$ cat src/core/status_irq_pkg.sv
// Purpose: Shared constants for the device status and interrupt flag block.
// Assumes: Command codes are local choices; the SPI link runs in mode 0.
// Notes:   Bit positions index the status bytes shifted out on MISO.
package status_irq_pkg;
	// Command codes seen in the first byte of a transaction
	localparam logic [7:0] CMD_READ_STATUS = 8'h40;
	localparam logic [7:0] CMD_FETCH_INT   = 8'h46;
	localparam logic [7:0] CMD_WAKE        = 8'h10;
	localparam logic [7:0] CMD_POWER_DOWN  = 8'h12;
	localparam logic [7:0] CMD_MSG_ERASE   = 8'h2A;
	localparam logic [7:0] CMD_MEM_ERASE   = 8'h26;
	localparam logic [7:0] CMD_CHIP_ERASE  = 8'h24;

	// Device status byte fields
	localparam int ST_POWERED_DOWN = 7;
	localparam int ST_BUF_READY    = 6;
	localparam int ST_INT_PENDING  = 5;
	localparam int ST_MEM_FULL     = 4;
	localparam int ST_MACRO_BUSY   = 2;
	localparam int ST_QUEUE_FULL   = 1;
	localparam int ST_PROCESSING   = 0;

	// Interrupt status byte one fields
	localparam int F1_PIN_TOGGLE   = 7;
	localparam int F1_PROTECT      = 6;
	localparam int F1_WRITE_DONE   = 5;
	localparam int F1_CMD_ERROR    = 4;
	localparam int F1_OVERRUN      = 3;
	localparam int F1_CMD_DONE     = 2;
	localparam int F1_ADDR_ERROR   = 1;
	localparam int F1_RECORD_FULL  = 0;

	// Transfer framing
	localparam logic [2:0] LAST_BIT   = 3'h7;
	localparam logic [2:0] BYTE_SAT   = 3'h7;
	localparam logic [2:0] IDX_FLAGS1 = 3'h1;
	localparam logic [2:0] IDX_FLAGS2 = 3'h2;
	localparam logic [2:0] IDX_TIMER  = 3'h3;

	// Values after reset
	localparam logic [7:0] FLAGS_RESET = 8'h00;
	localparam logic       PD_RESET    = 1'b0;
endpackage : status_irq_pkg

$ cat src/core/device_status_irq.sv
// Purpose: Device status byte, interrupt flags and command queue gate.
// Assumes: SPI pins are asynchronous; sclk is slower than i_clk_sys / 8.
// Notes:   Flags clear when a fetch transaction ends (slave select rises).
`timescale 1ns/100ps
`default_nettype none

module device_status_irq (
	// Clock, reset, enable
	input  wire logic       i_clk_sys,
	input  wire logic       i_rst,
	input  wire logic       i_clk_en,
	// SPI pins
	input  wire logic       i_sclk,
	input  wire logic       i_ss_n,
	input  wire logic       i_mosi,
	output logic            o_miso,
	output logic            o_miso_oe_n,
	// Ready/busy and interrupt pins
	input  wire logic       i_buffer_ready,
	output logic            o_ready_busy_n_pin,
	output logic            o_ready_busy_oe_n,
	output logic            o_irq_pin_n,
	output logic            o_irq_oe_n,
	// Interrupt enables
	input  wire logic [7:0] i_irq_enable_low_byte,
	input  wire logic [7:0] i_irq_enable_high_byte,
	// Command engine
	input  wire logic       i_voice_macro_busy,
	input  wire logic       i_cmd_done,
	input  wire logic       i_erase_ready,
	input  wire logic       i_erase_done,
	output logic            o_cmd_start,
	output logic [7:0]      o_cmd_code,
	// Byte one event pulses
	input  wire logic       i_pin_toggle,
	input  wire logic       i_protect_violation,
	input  wire logic       i_flash_write_done,
	input  wire logic       i_mem_overrun,
	input  wire logic       i_audio_done,
	input  wire logic       i_addr_error,
	input  wire logic       i_record_full,
	// Byte two level sources, timer and engine status
	input  wire logic [7:0] i_func_irq,
	input  wire logic       i_timer_event,
	input  wire logic       i_digital_loop_locked,
	input  wire logic       i_pll_locked,
	input  wire logic       i_decoding,
	input  wire logic       i_compressor_active
);

	// Commands allowed while powered down
	function automatic logic pd_allowed(input logic [7:0] code);
		pd_allowed = (code == status_irq_pkg::CMD_READ_STATUS) ||
			(code == status_irq_pkg::CMD_FETCH_INT) || (code == status_irq_pkg::CMD_WAKE);
	endfunction : pd_allowed

	// Commands handled here rather than by the engine
	function automatic logic is_local(input logic [7:0] code);
		is_local = pd_allowed(code) || (code == status_irq_pkg::CMD_POWER_DOWN);
	endfunction : is_local

	logic       sclk_s1, sclk_s2, sclk_s3;
	logic       ss_s1, ss_s2, ss_s3;
	logic       mosi_s1, mosi_s2;
	logic [7:0] rx_r, tx_r, flags1_r, flags2_r, queued_code_r;
	logic [2:0] bit_cnt_r, byte_cnt_r;
	logic       powered_down_r, rm_full_r, timer_flag_r, fetch_r;
	logic       cmd_processing_r, cmd_queue_full_r;

	// Synchronisers for the SPI pins
	always_ff @(posedge i_clk_sys) begin
		if (i_rst) begin
			{sclk_s1, sclk_s2, sclk_s3} <= 3'h0;
			{ss_s1, ss_s2, ss_s3}       <= 3'h7;
			{mosi_s1, mosi_s2}          <= 2'h0;
		end else if (i_clk_en) begin
			{sclk_s1, sclk_s2, sclk_s3} <= {i_sclk, sclk_s1, sclk_s2};
			{ss_s1, ss_s2, ss_s3}       <= {i_ss_n, ss_s1, ss_s2};
			{mosi_s1, mosi_s2}          <= {i_mosi, mosi_s1};
		end
	end

	// Link edges and framing
	wire        active    = ~ss_s2;
	wire        ss_fall   = ss_s3 & ~ss_s2;
	wire        ss_rise   = ~ss_s3 & ss_s2;
	wire        sclk_rise = active & sclk_s2 & ~sclk_s3;
	wire        sclk_fall = active & ~sclk_s2 & sclk_s3;
	wire [7:0]  rx_nxt    = {rx_r[6:0], mosi_s2};
	wire        byte_done = sclk_rise & (bit_cnt_r == status_irq_pkg::LAST_BIT);
	wire        cmd_valid = byte_done & (byte_cnt_r == 3'h0);
	wire        allowed   = ~powered_down_r | pd_allowed(rx_nxt);

	// Command classification
	wire        eng_cmd   = cmd_valid & allowed & ~is_local(rx_nxt);
	wire        is_erase  = (rx_nxt == status_irq_pkg::CMD_MSG_ERASE) ||
		(rx_nxt == status_irq_pkg::CMD_MEM_ERASE) || (rx_nxt == status_irq_pkg::CMD_CHIP_ERASE);
	wire        erase_bad = is_erase & ~i_erase_ready;
	wire        start_now = eng_cmd & ~cmd_processing_r & ~i_voice_macro_busy & ~erase_bad;
	wire        queue_it  = eng_cmd & cmd_processing_r & ~cmd_queue_full_r &
		~i_voice_macro_busy & ~erase_bad;
	wire        reject    = eng_cmd & ~start_now & ~queue_it;
	wire        launch    = cmd_queue_full_r & (i_cmd_done | ~cmd_processing_r);
	wire        do_fetch  = cmd_valid & allowed & (rx_nxt == status_irq_pkg::CMD_FETCH_INT);
	wire        do_pd     = cmd_valid & allowed & (rx_nxt == status_irq_pkg::CMD_POWER_DOWN);
	wire        do_wake   = cmd_valid & (rx_nxt == status_irq_pkg::CMD_WAKE);

	// Interrupt events, gated by the enables except the timer event
	wire        host_ovr  = sclk_rise & ~powered_down_r & ~o_ready_busy_n_pin;
	wire [7:0]  raw1      = {i_pin_toggle, i_protect_violation, i_flash_write_done, reject,
		host_ovr | i_mem_overrun, i_audio_done, i_addr_error, i_record_full};
	wire [7:0]  ev1       = raw1 & i_irq_enable_low_byte;
	wire [7:0]  ev2       = i_func_irq & i_irq_enable_high_byte;
	wire        clr       = fetch_r & ss_rise;
	wire [7:0]  flags1_nxt = (flags1_r & ~{8{clr}}) | ev1;
	wire [7:0]  flags2_nxt = (flags2_r & ~{8{clr}}) | ev2;
	wire        timer_nxt = (timer_flag_r & ~clr) | i_timer_event;
	wire        int_nxt   = (|flags1_nxt) | (|flags2_nxt) | timer_nxt;

	// Status bytes as shifted out
	wire        buf_ready = ~powered_down_r & o_ready_busy_n_pin;
	wire [7:0]  dev_status = {powered_down_r, buf_ready, ~o_irq_pin_n, rm_full_r, 1'b0,
		i_voice_macro_busy, cmd_queue_full_r, cmd_processing_r};
	wire [7:0]  timer_byte = {timer_flag_r, 2'h0, i_digital_loop_locked, 1'b0,
		i_pll_locked, i_decoding, i_compressor_active};
	wire [7:0]  next_byte = (fetch_r && byte_cnt_r == status_irq_pkg::IDX_FLAGS1) ? flags1_r :
		(fetch_r && byte_cnt_r == status_irq_pkg::IDX_FLAGS2) ? flags2_r :
		(fetch_r && byte_cnt_r == status_irq_pkg::IDX_TIMER) ? timer_byte : dev_status;

	// Serial shift and byte counting
	always_ff @(posedge i_clk_sys) begin
		if (i_rst) begin
			rx_r       <= 8'h00;
			tx_r       <= 8'h00;
			bit_cnt_r  <= 3'h0;
			byte_cnt_r <= 3'h0;
		end else if (i_clk_en) begin
			if (ss_fall) begin
				tx_r       <= dev_status;
				bit_cnt_r  <= 3'h0;
				byte_cnt_r <= 3'h0;
			end else begin
				if (sclk_rise) begin
					rx_r      <= rx_nxt;
					bit_cnt_r <= bit_cnt_r + 3'h1;
				end
				if (byte_done && byte_cnt_r != status_irq_pkg::BYTE_SAT)
					byte_cnt_r <= byte_cnt_r + 3'h1;
				if (sclk_fall)
					tx_r <= (bit_cnt_r == 3'h0) ? next_byte : {tx_r[6:0], 1'b0};
			end
		end
	end

	// Power, fetch and memory-full state
	always_ff @(posedge i_clk_sys) begin
		if (i_rst) begin
			powered_down_r <= status_irq_pkg::PD_RESET;
			fetch_r        <= 1'b0;
			rm_full_r      <= 1'b0;
		end else if (i_clk_en) begin
			if (do_pd)
				powered_down_r <= 1'b1;
			else if (do_wake)
				powered_down_r <= 1'b0;
			if (ss_fall)
				fetch_r <= 1'b0;
			else if (do_fetch)
				fetch_r <= 1'b1;
			rm_full_r <= i_record_full | (rm_full_r & ~i_erase_done);
		end
	end

	// Interrupt flags and pin
	always_ff @(posedge i_clk_sys) begin
		if (i_rst) begin
			flags1_r     <= status_irq_pkg::FLAGS_RESET;
			flags2_r     <= status_irq_pkg::FLAGS_RESET;
			timer_flag_r <= 1'b0;
			o_irq_pin_n  <= 1'b1;
		end else if (i_clk_en) begin
			flags1_r     <= flags1_nxt;
			flags2_r     <= flags2_nxt;
			timer_flag_r <= timer_nxt;
			o_irq_pin_n  <= ~int_nxt;
		end
	end

	// Command queue and engine hand-off
	always_ff @(posedge i_clk_sys) begin
		if (i_rst) begin
			cmd_processing_r <= 1'b0;
			cmd_queue_full_r <= 1'b0;
			queued_code_r    <= 8'h00;
			o_cmd_start      <= 1'b0;
			o_cmd_code       <= 8'h00;
		end else if (i_clk_en) begin
			cmd_processing_r <= start_now | launch | (cmd_processing_r & ~i_cmd_done);
			cmd_queue_full_r <= queue_it | (cmd_queue_full_r & ~launch);
			if (queue_it)
				queued_code_r <= rx_nxt;
			o_cmd_start <= start_now | launch;
			if (start_now)
				o_cmd_code <= rx_nxt;
			else if (launch)
				o_cmd_code <= queued_code_r;
		end
	end

	// Pin drivers; all released while powered down
	always_ff @(posedge i_clk_sys) begin
		if (i_rst) begin
			o_miso             <= 1'b0;
			o_miso_oe_n        <= 1'b1;
			o_ready_busy_n_pin <= 1'b0;
			o_ready_busy_oe_n  <= 1'b1;
			o_irq_oe_n         <= 1'b1;
		end else if (i_clk_en) begin
			o_miso             <= tx_r[7];
			o_miso_oe_n        <= powered_down_r | ss_s2;
			o_ready_busy_n_pin <= i_buffer_ready;
			o_ready_busy_oe_n  <= powered_down_r;
			o_irq_oe_n         <= powered_down_r;
		end
	end
endmodule : device_status_irq

`default_nettype wire

$ cat config.mk
export PLATFORM = sky130hd
export DESIGN_NAME = device_status_irq
export DESIGN_NICKNAME = d
export VERILOG_FILES = /design/src/core/status_irq_pkg.sv /design/src/core/device_status_irq.sv
export SDC_FILE = /design/constraint.sdc
export NUM_CORES = 1
export LEC_CHECK = 0
export ABC_AREA = 1
export BUFFER_PORTS_ARGS = -buffer_cell sky130_fd_sc_hd__buf_2
export CORE_MARGIN = 5
export CORE_UTILIZATION = 33
export DETAILED_ROUTE_END_ITERATION = 10
export GPL_ROUTABILITY_DRIVEN = 1
export SLEW_MARGIN = 30
export SYNTH_ARGS = -nofsm -noshare
export SYNTH_HDL_FRONTEND = slang
export SYNTH_SLANG_ARGS = --single-unit
$ cat constraint.sdc
create_clock -name i_clk_sys -period 2 [get_ports i_clk_sys]
set_input_delay 0.3 -clock i_clk_sys [delete_from_list [all_inputs] [get_ports i_clk_sys]]
set_output_delay 0.3 -clock i_clk_sys [all_outputs]
set_load 0.01 [all_outputs]
# --- Yosys cells after proc, flatten, opt, wreduce, memory -nomap -nowiden ---
# Index checks and enable logic that the tools add are counted.
totals:
  ff_bits: 73
  in_bits: 47
  output_inout_bits: 15
  word_cells: 156
classes:
  addsub: 2
  n_eq_ne: 12
  n_mux: 16
  bitwise: 71
  n_reduce_logical: 27
op_table:
  columns: ["op", "count"]
  rows:
  - ["two-way mux 8 bit", 8]
  - ["bitwise AND 1 bit", 32]
  - ["bitwise AND 8 bit", 4]
  - ["== test 8 x 6 -> 1 bit, second input constant", 3]
  - ["inverter 1 bit", 21]
  - ["== test 8 x 5 -> 1 bit, second input constant", 2]
  - ["== test 8 x 7 -> 1 bit, second input constant", 2]
  - ["OR 8 bit", 2]
  - ["OR reduction 8 bit", 2]
  - ["AND reduction 2 bit", 7]
  - ["two-way mux 3 bit", 4]
  - ["nonzero test 2 bit", 6]
  - ["OR 1 bit", 11]
  - ["inverter 8 bit", 1]
  - ["adder 3 x 1 -> 3 bit, second input constant", 2]
  - ["== test 3 x 2 -> 1 bit, second input constant", 2]
  - ["zero test 3 bit", 2]
  - ["logical OR 1 bit", 5]
  - ["logical AND 1 bit", 4]
  - ["two-way mux 1 bit", 4]
  - ["== test 3 x 1 -> 1 bit, second input constant", 1]
  - ["== test 3 bit, second input constant", 1]
  - ["inequality test 3 bit, second input constant", 1]
  - ["AND reduction 3 bit", 1]

# --- Longest topological paths before layout ---
depth:
  ltp_word: 19
  mapped_depth: 14
  ltp_nobuf: 14

# --- Least setup slack after synthesis ---
# No wires, ideal clock.
synth_path:
  kind: "register -> register"
  from: "register bit_cnt_r[1]"
  to: "register o_cmd_code[0]"
  setup_time_ns: 0.113
  arrival_ns: 1.680
  t_required_ns: 1.887
  setup_slack_ns: 0.207
  stages_incl_launch_ff: 15
  path_buffers: 1
  period_less_slack_ns: 1.793
  path_cell_list: "dfxtp_1 ha_1 ha_1 inv_1 nor2_1 inv_1 nor2_2 nand2_4 nor2_8 nand2_4 nand2_2 nand2_4 buf_6 nor2_1 nor2_1"
synth_between:
  elab_chain_len: 10
  elab_cells_between_ends: 11
  cone_classes: "eq/ne (1); mux (1); bitwise (7); reduce/logical (2)"
synth_rtl:
  columns: ["element", "line", "rtl"]
  rows:
  - ["start, declared", "device_status_irq.sv:66", "logic [2:0] bit_cnt_r, byte_cnt_r;"]
  - ["start signal, assigned", "device_status_irq.sv:145", "bit_cnt_r <= bit_cnt_r + 3'h1;"]
  - ["== test 3 bit (*)", "device_status_irq.sv:90", "wire byte_done = sclk_rise & (bit_cnt_r == status_irq_pkg::LAST_BIT);"]
  - ["bitwise AND 1 bit (*)", "device_status_irq.sv:90", null]
  - ["bitwise AND 1 bit (*)", "device_status_irq.sv:91", "wire cmd_valid = byte_done & (byte_cnt_r == 3'h0);"]
  - ["bitwise AND 1 bit (*) (2 in series)", "device_status_irq.sv:95", "wire eng_cmd = cmd_valid & allowed & ~is_local(rx_nxt);"]
  - ["bitwise AND 1 bit (*) (3 in series)", "device_status_irq.sv:99", "wire start_now = eng_cmd & ~cmd_processing_r & ~i_voice_macro_busy & ~erase_bad;"]
  - ["nonzero test 2 bit (no line)", null, null]
  - ["AND reduction 2 bit (no line)", null, null]
  - ["end signal, assigned", "device_status_irq.sv:204", "o_cmd_code <= rx_nxt;"]
  - ["end signal, assigned", "device_status_irq.sv:206", "o_cmd_code <= queued_code_r;"]
  - ["end, declared", "device_status_irq.sv:33", "output logic [7:0] o_cmd_code,"]
# Every way passes the cells marked *; elsewhere a longest branch is shown, timed or not.
# A chain may end at the register's enable or synchronous reset.

# --- Worst setup path after layout ---
layout_path:
  from: "register bit_cnt_r[1]"
  to: "register o_cmd_code[4]"
# The elaborated chain is that of the path after synthesis.

==> flow_summary.json <==
{
  "outcome": "finished clean",
  "yosys.area.top_type": "dfxtp_1",
  "synth_cell_types": 34,
  "first_pass_iters": 4,
  "power.total_w": 0.00301,
  "grt_pass1_wl_um": 17000,
  "start_kind": "register",
  "viasPerCell": 4.96,
  "cpMostUsedCell": "nand2_4",
  "cp.required_ns": 2.29,
  "hp-start": "i_sclk",
  "syn_avg_cell_area_um2": 7.00,
  "clock.fmax_mhz": 543,
  "synth.top_cell.area_share_pct": 39.6,
  "min_path_cells": 3,
  "fin_setup_tns_ns": 0,
  "hold_end": "sclk_s1",
  "r2r_setup_slack_ns": 0.16,
  "arrival_ns": 2.13,
  "wire_per_inst_um": 14.0,
  "slew_viol_final": 0,
  "grt_pass1_vias": 3504,
  "p_per_area_nw_per_um2": 687,
  "clk_pin_slew_ns": 0.08,
  "cpPeakStageDelay_ns": 0.36,
  "dieArea_um2": 13400,
  "cp_cell_sequence": "ha_1 -> ha_1 -> inv_1 -> nor2_1 -> inv_1 -> nor2_4 -> nand2_4 -> nor2_8 -> nand2_4 -> nand2_4 -> nand2_8 -> nand2_1 -> nand2_1 -> nor2_1",
  "ir_drop_v": 0.000381,
  "drive_above_1_share_pct": 19.1,
  "initial_core_util_pct": 33.9,
  "clk_path_buf_depth": 2,
  "via_count": 3629,
  "dr.first_iter.drc_count": 172,
  "nets": 643,
  "cts_root_buf": "clkbuf_8",
  "grtUsageTotal_pct": 16.0,
  "cts_buffers": 9,
  "synth_nets": 583,
  "coreArea_um2": 10900,
  "finalSetupViolations": 0,
  "grt_max_degree": 47,
  "postSynthCellCount": 527,
  "fin_util_pct": 40.3,
  "max_cap_viol_count": 0,
  "cts_tree": "built",
  "worstSetupPathType": "reg2reg",
  "cts.sinks": 73,
  "gp_congestion": 0.885,
  "dp_hpwl_um": 7390,
  "diodes": 0,
  "worst-path-max-fanout": 18,
  "cts_htree_levels": 3,
  "die-width_um": 116,
  "wl_um": 10200,
  "cts_hold_buf": 0,
  "fin_crit_sh_pct": 92.2,
  "worst_pin_slew_ns": 0.496,
  "skew_ns": 0.00814,
  "rsz0062_at_grt": "yes",
  "num_rows": 38,
  "worst_r2r_path_depth": 14,
  "die_y_um": 116,
  "hp-class": "in2reg",
  "period_needed_ns": 1.84,
  "end_kind": "register",
  "clkLatencyLatePin_ns": 0.36,
  "areaGrowthSynthToFinish_pct": 18.9,
  "yosys_warnings": 0,
  "synth_seq_area_share_pct": 39.6,
  "post-route-drc-count": 0,
  "io_pins": 62,
  "drtAntennaViolNets": 0,
  "grt_overflow_total": 0,
  "io_buffers": 61,
  "placed_area_um2": 4160,
  "syn_area_um2": 3690,
  "relSlewSlack_pct": 66.6,
  "hold_violations": 0,
  "cp_slowest_cell": "dfxtp_1",
  "r2r_start": "bit_cnt_r[1]",
  "synthTopCellsByArea": "dfxtp_1, nand2_1, a21oi_1",
  "holdWs_ns": 0.166,
  "p_leak_nw": 2.10,
  "ys_ff_latch": 73,
  "grt_antenna_before_repair": 0,
  "r2r-end": "o_cmd_code[4]",
  "fin_area_um2": 4390
}
timing repair:
item,in CTS,in global routing
hold endpoints to repair,0,0
endpoints found under the setup margin,0,17
gates resized for setup,0,6
buffers inserted,0,1
kinds of logic (layout without fill, tap and decap cells):
kind of cell	count (synthesis)	in the layout	synth area share, %
DFF	73	73	39.6
AOI/OAI and AO/OA	134	134	21.3
buffers and inverters	88	152	9.32
and+or+nand+nor	223	223	26.7
adders and majority gates	9	9	3.05
synth_stat cells, drive strengths merged:
cell	count
nand2	114
dfxtp	73
inv	64
nor2	64
a21oi	50
o21ai	41
nand3	23
o211ai	21
clkbuf	19
a22oi	13
nor3	12
ha	9
nand4	6
a31oi	4
buf	4
o221ai	2
a211oi	1
a221oi	1
clkinv	1
nor3b	1
nor4	1
o211a	1
or2	1
or3	1
stage by stage:
stage | setup WS [ns] | std cells
6_report | 0.157 | 731
5_1_grt | -0.00486 | 731
2_1_floorplan | 0.207 | 527
3_3_place_gp | 0.155 | 715
3_5_place_dp | 0.0926 | 715
4_1_cts | 0.0601 | 730
worst max path at each step:
stage,from,slack [ns],to
floorplan,bit_cnt_r[1],0.21,o_cmd_code[0]
finish,bit_cnt_r[1],0.16,o_cmd_code[4]
global placement,rx_r[2],0.15,queued_code_r[1]
detailed placement,bit_cnt_r[1],0.09,o_cmd_code[4]
global route,bit_cnt_r[1],-0.005,o_cmd_code[2]
CTS,bit_cnt_r[1],0.06,o_cmd_code[4]
sequential cells by signal, indices dropped and copies added, names as in the netlist, 3 cells and up:
name / count
o_cmd_code: 8
flags1_r: 8
flags2_r: 8
byte_cnt_r: 3
bit_cnt_r: 3
queued_code_r: 8
rx_r: 7
tx_r: 8
where the power goes:
group	internal [W]	switching [W]	total, W
clock network	0.000634	0.000544	0.00118
logic	0.000116	0.000173	0.000289
registers	0.00151	0.0000410	0.00155
total	0.00226	0.000757	0.00301
layout by cell type (no fill, tap or decap), drive strengths merged, types with 4 or more instances in the layout:
master	instances
clkbuf	12
a31oi	4
nand3	23
a21oi	50
a22oi	13
nand4	6
o211ai	21
inv	64
buf	72
ha	9
nor2	64
o21ai	41
dfxtp	73
nand2	114
nor3	12
critical path: cells and delay by family (launching register included):
| family | cells | cell delay, ns |
|---|---|---|
| and+or+nand+nor | 10 | 0.99 |
| DFF | 1 | 0.36 |
| adders and majority gates | 2 | 0.28 |
| buffers and inverters | 2 | 0.13 |
metal layers:
layer  wire (µm)  global-route usage (%)  vias to the layer above
li1            -                       -                     1864
met1        4620                    20.6                     1655
met2        4790                    26.2                       94
met3         586                    4.02                       16
met4         203                    5.49                        0
met5           0                       0                        -
final cells by class:
type	count	area (µm²)
sequential	73	1460
timing repair buffer	72	400
inverter	65	244
clock inverter	3	40.0
fill	1148	6500
multi-input combinational	366	1910
tap	140	175
clock buffer	12	155
(Power assumes the default switching activity.)
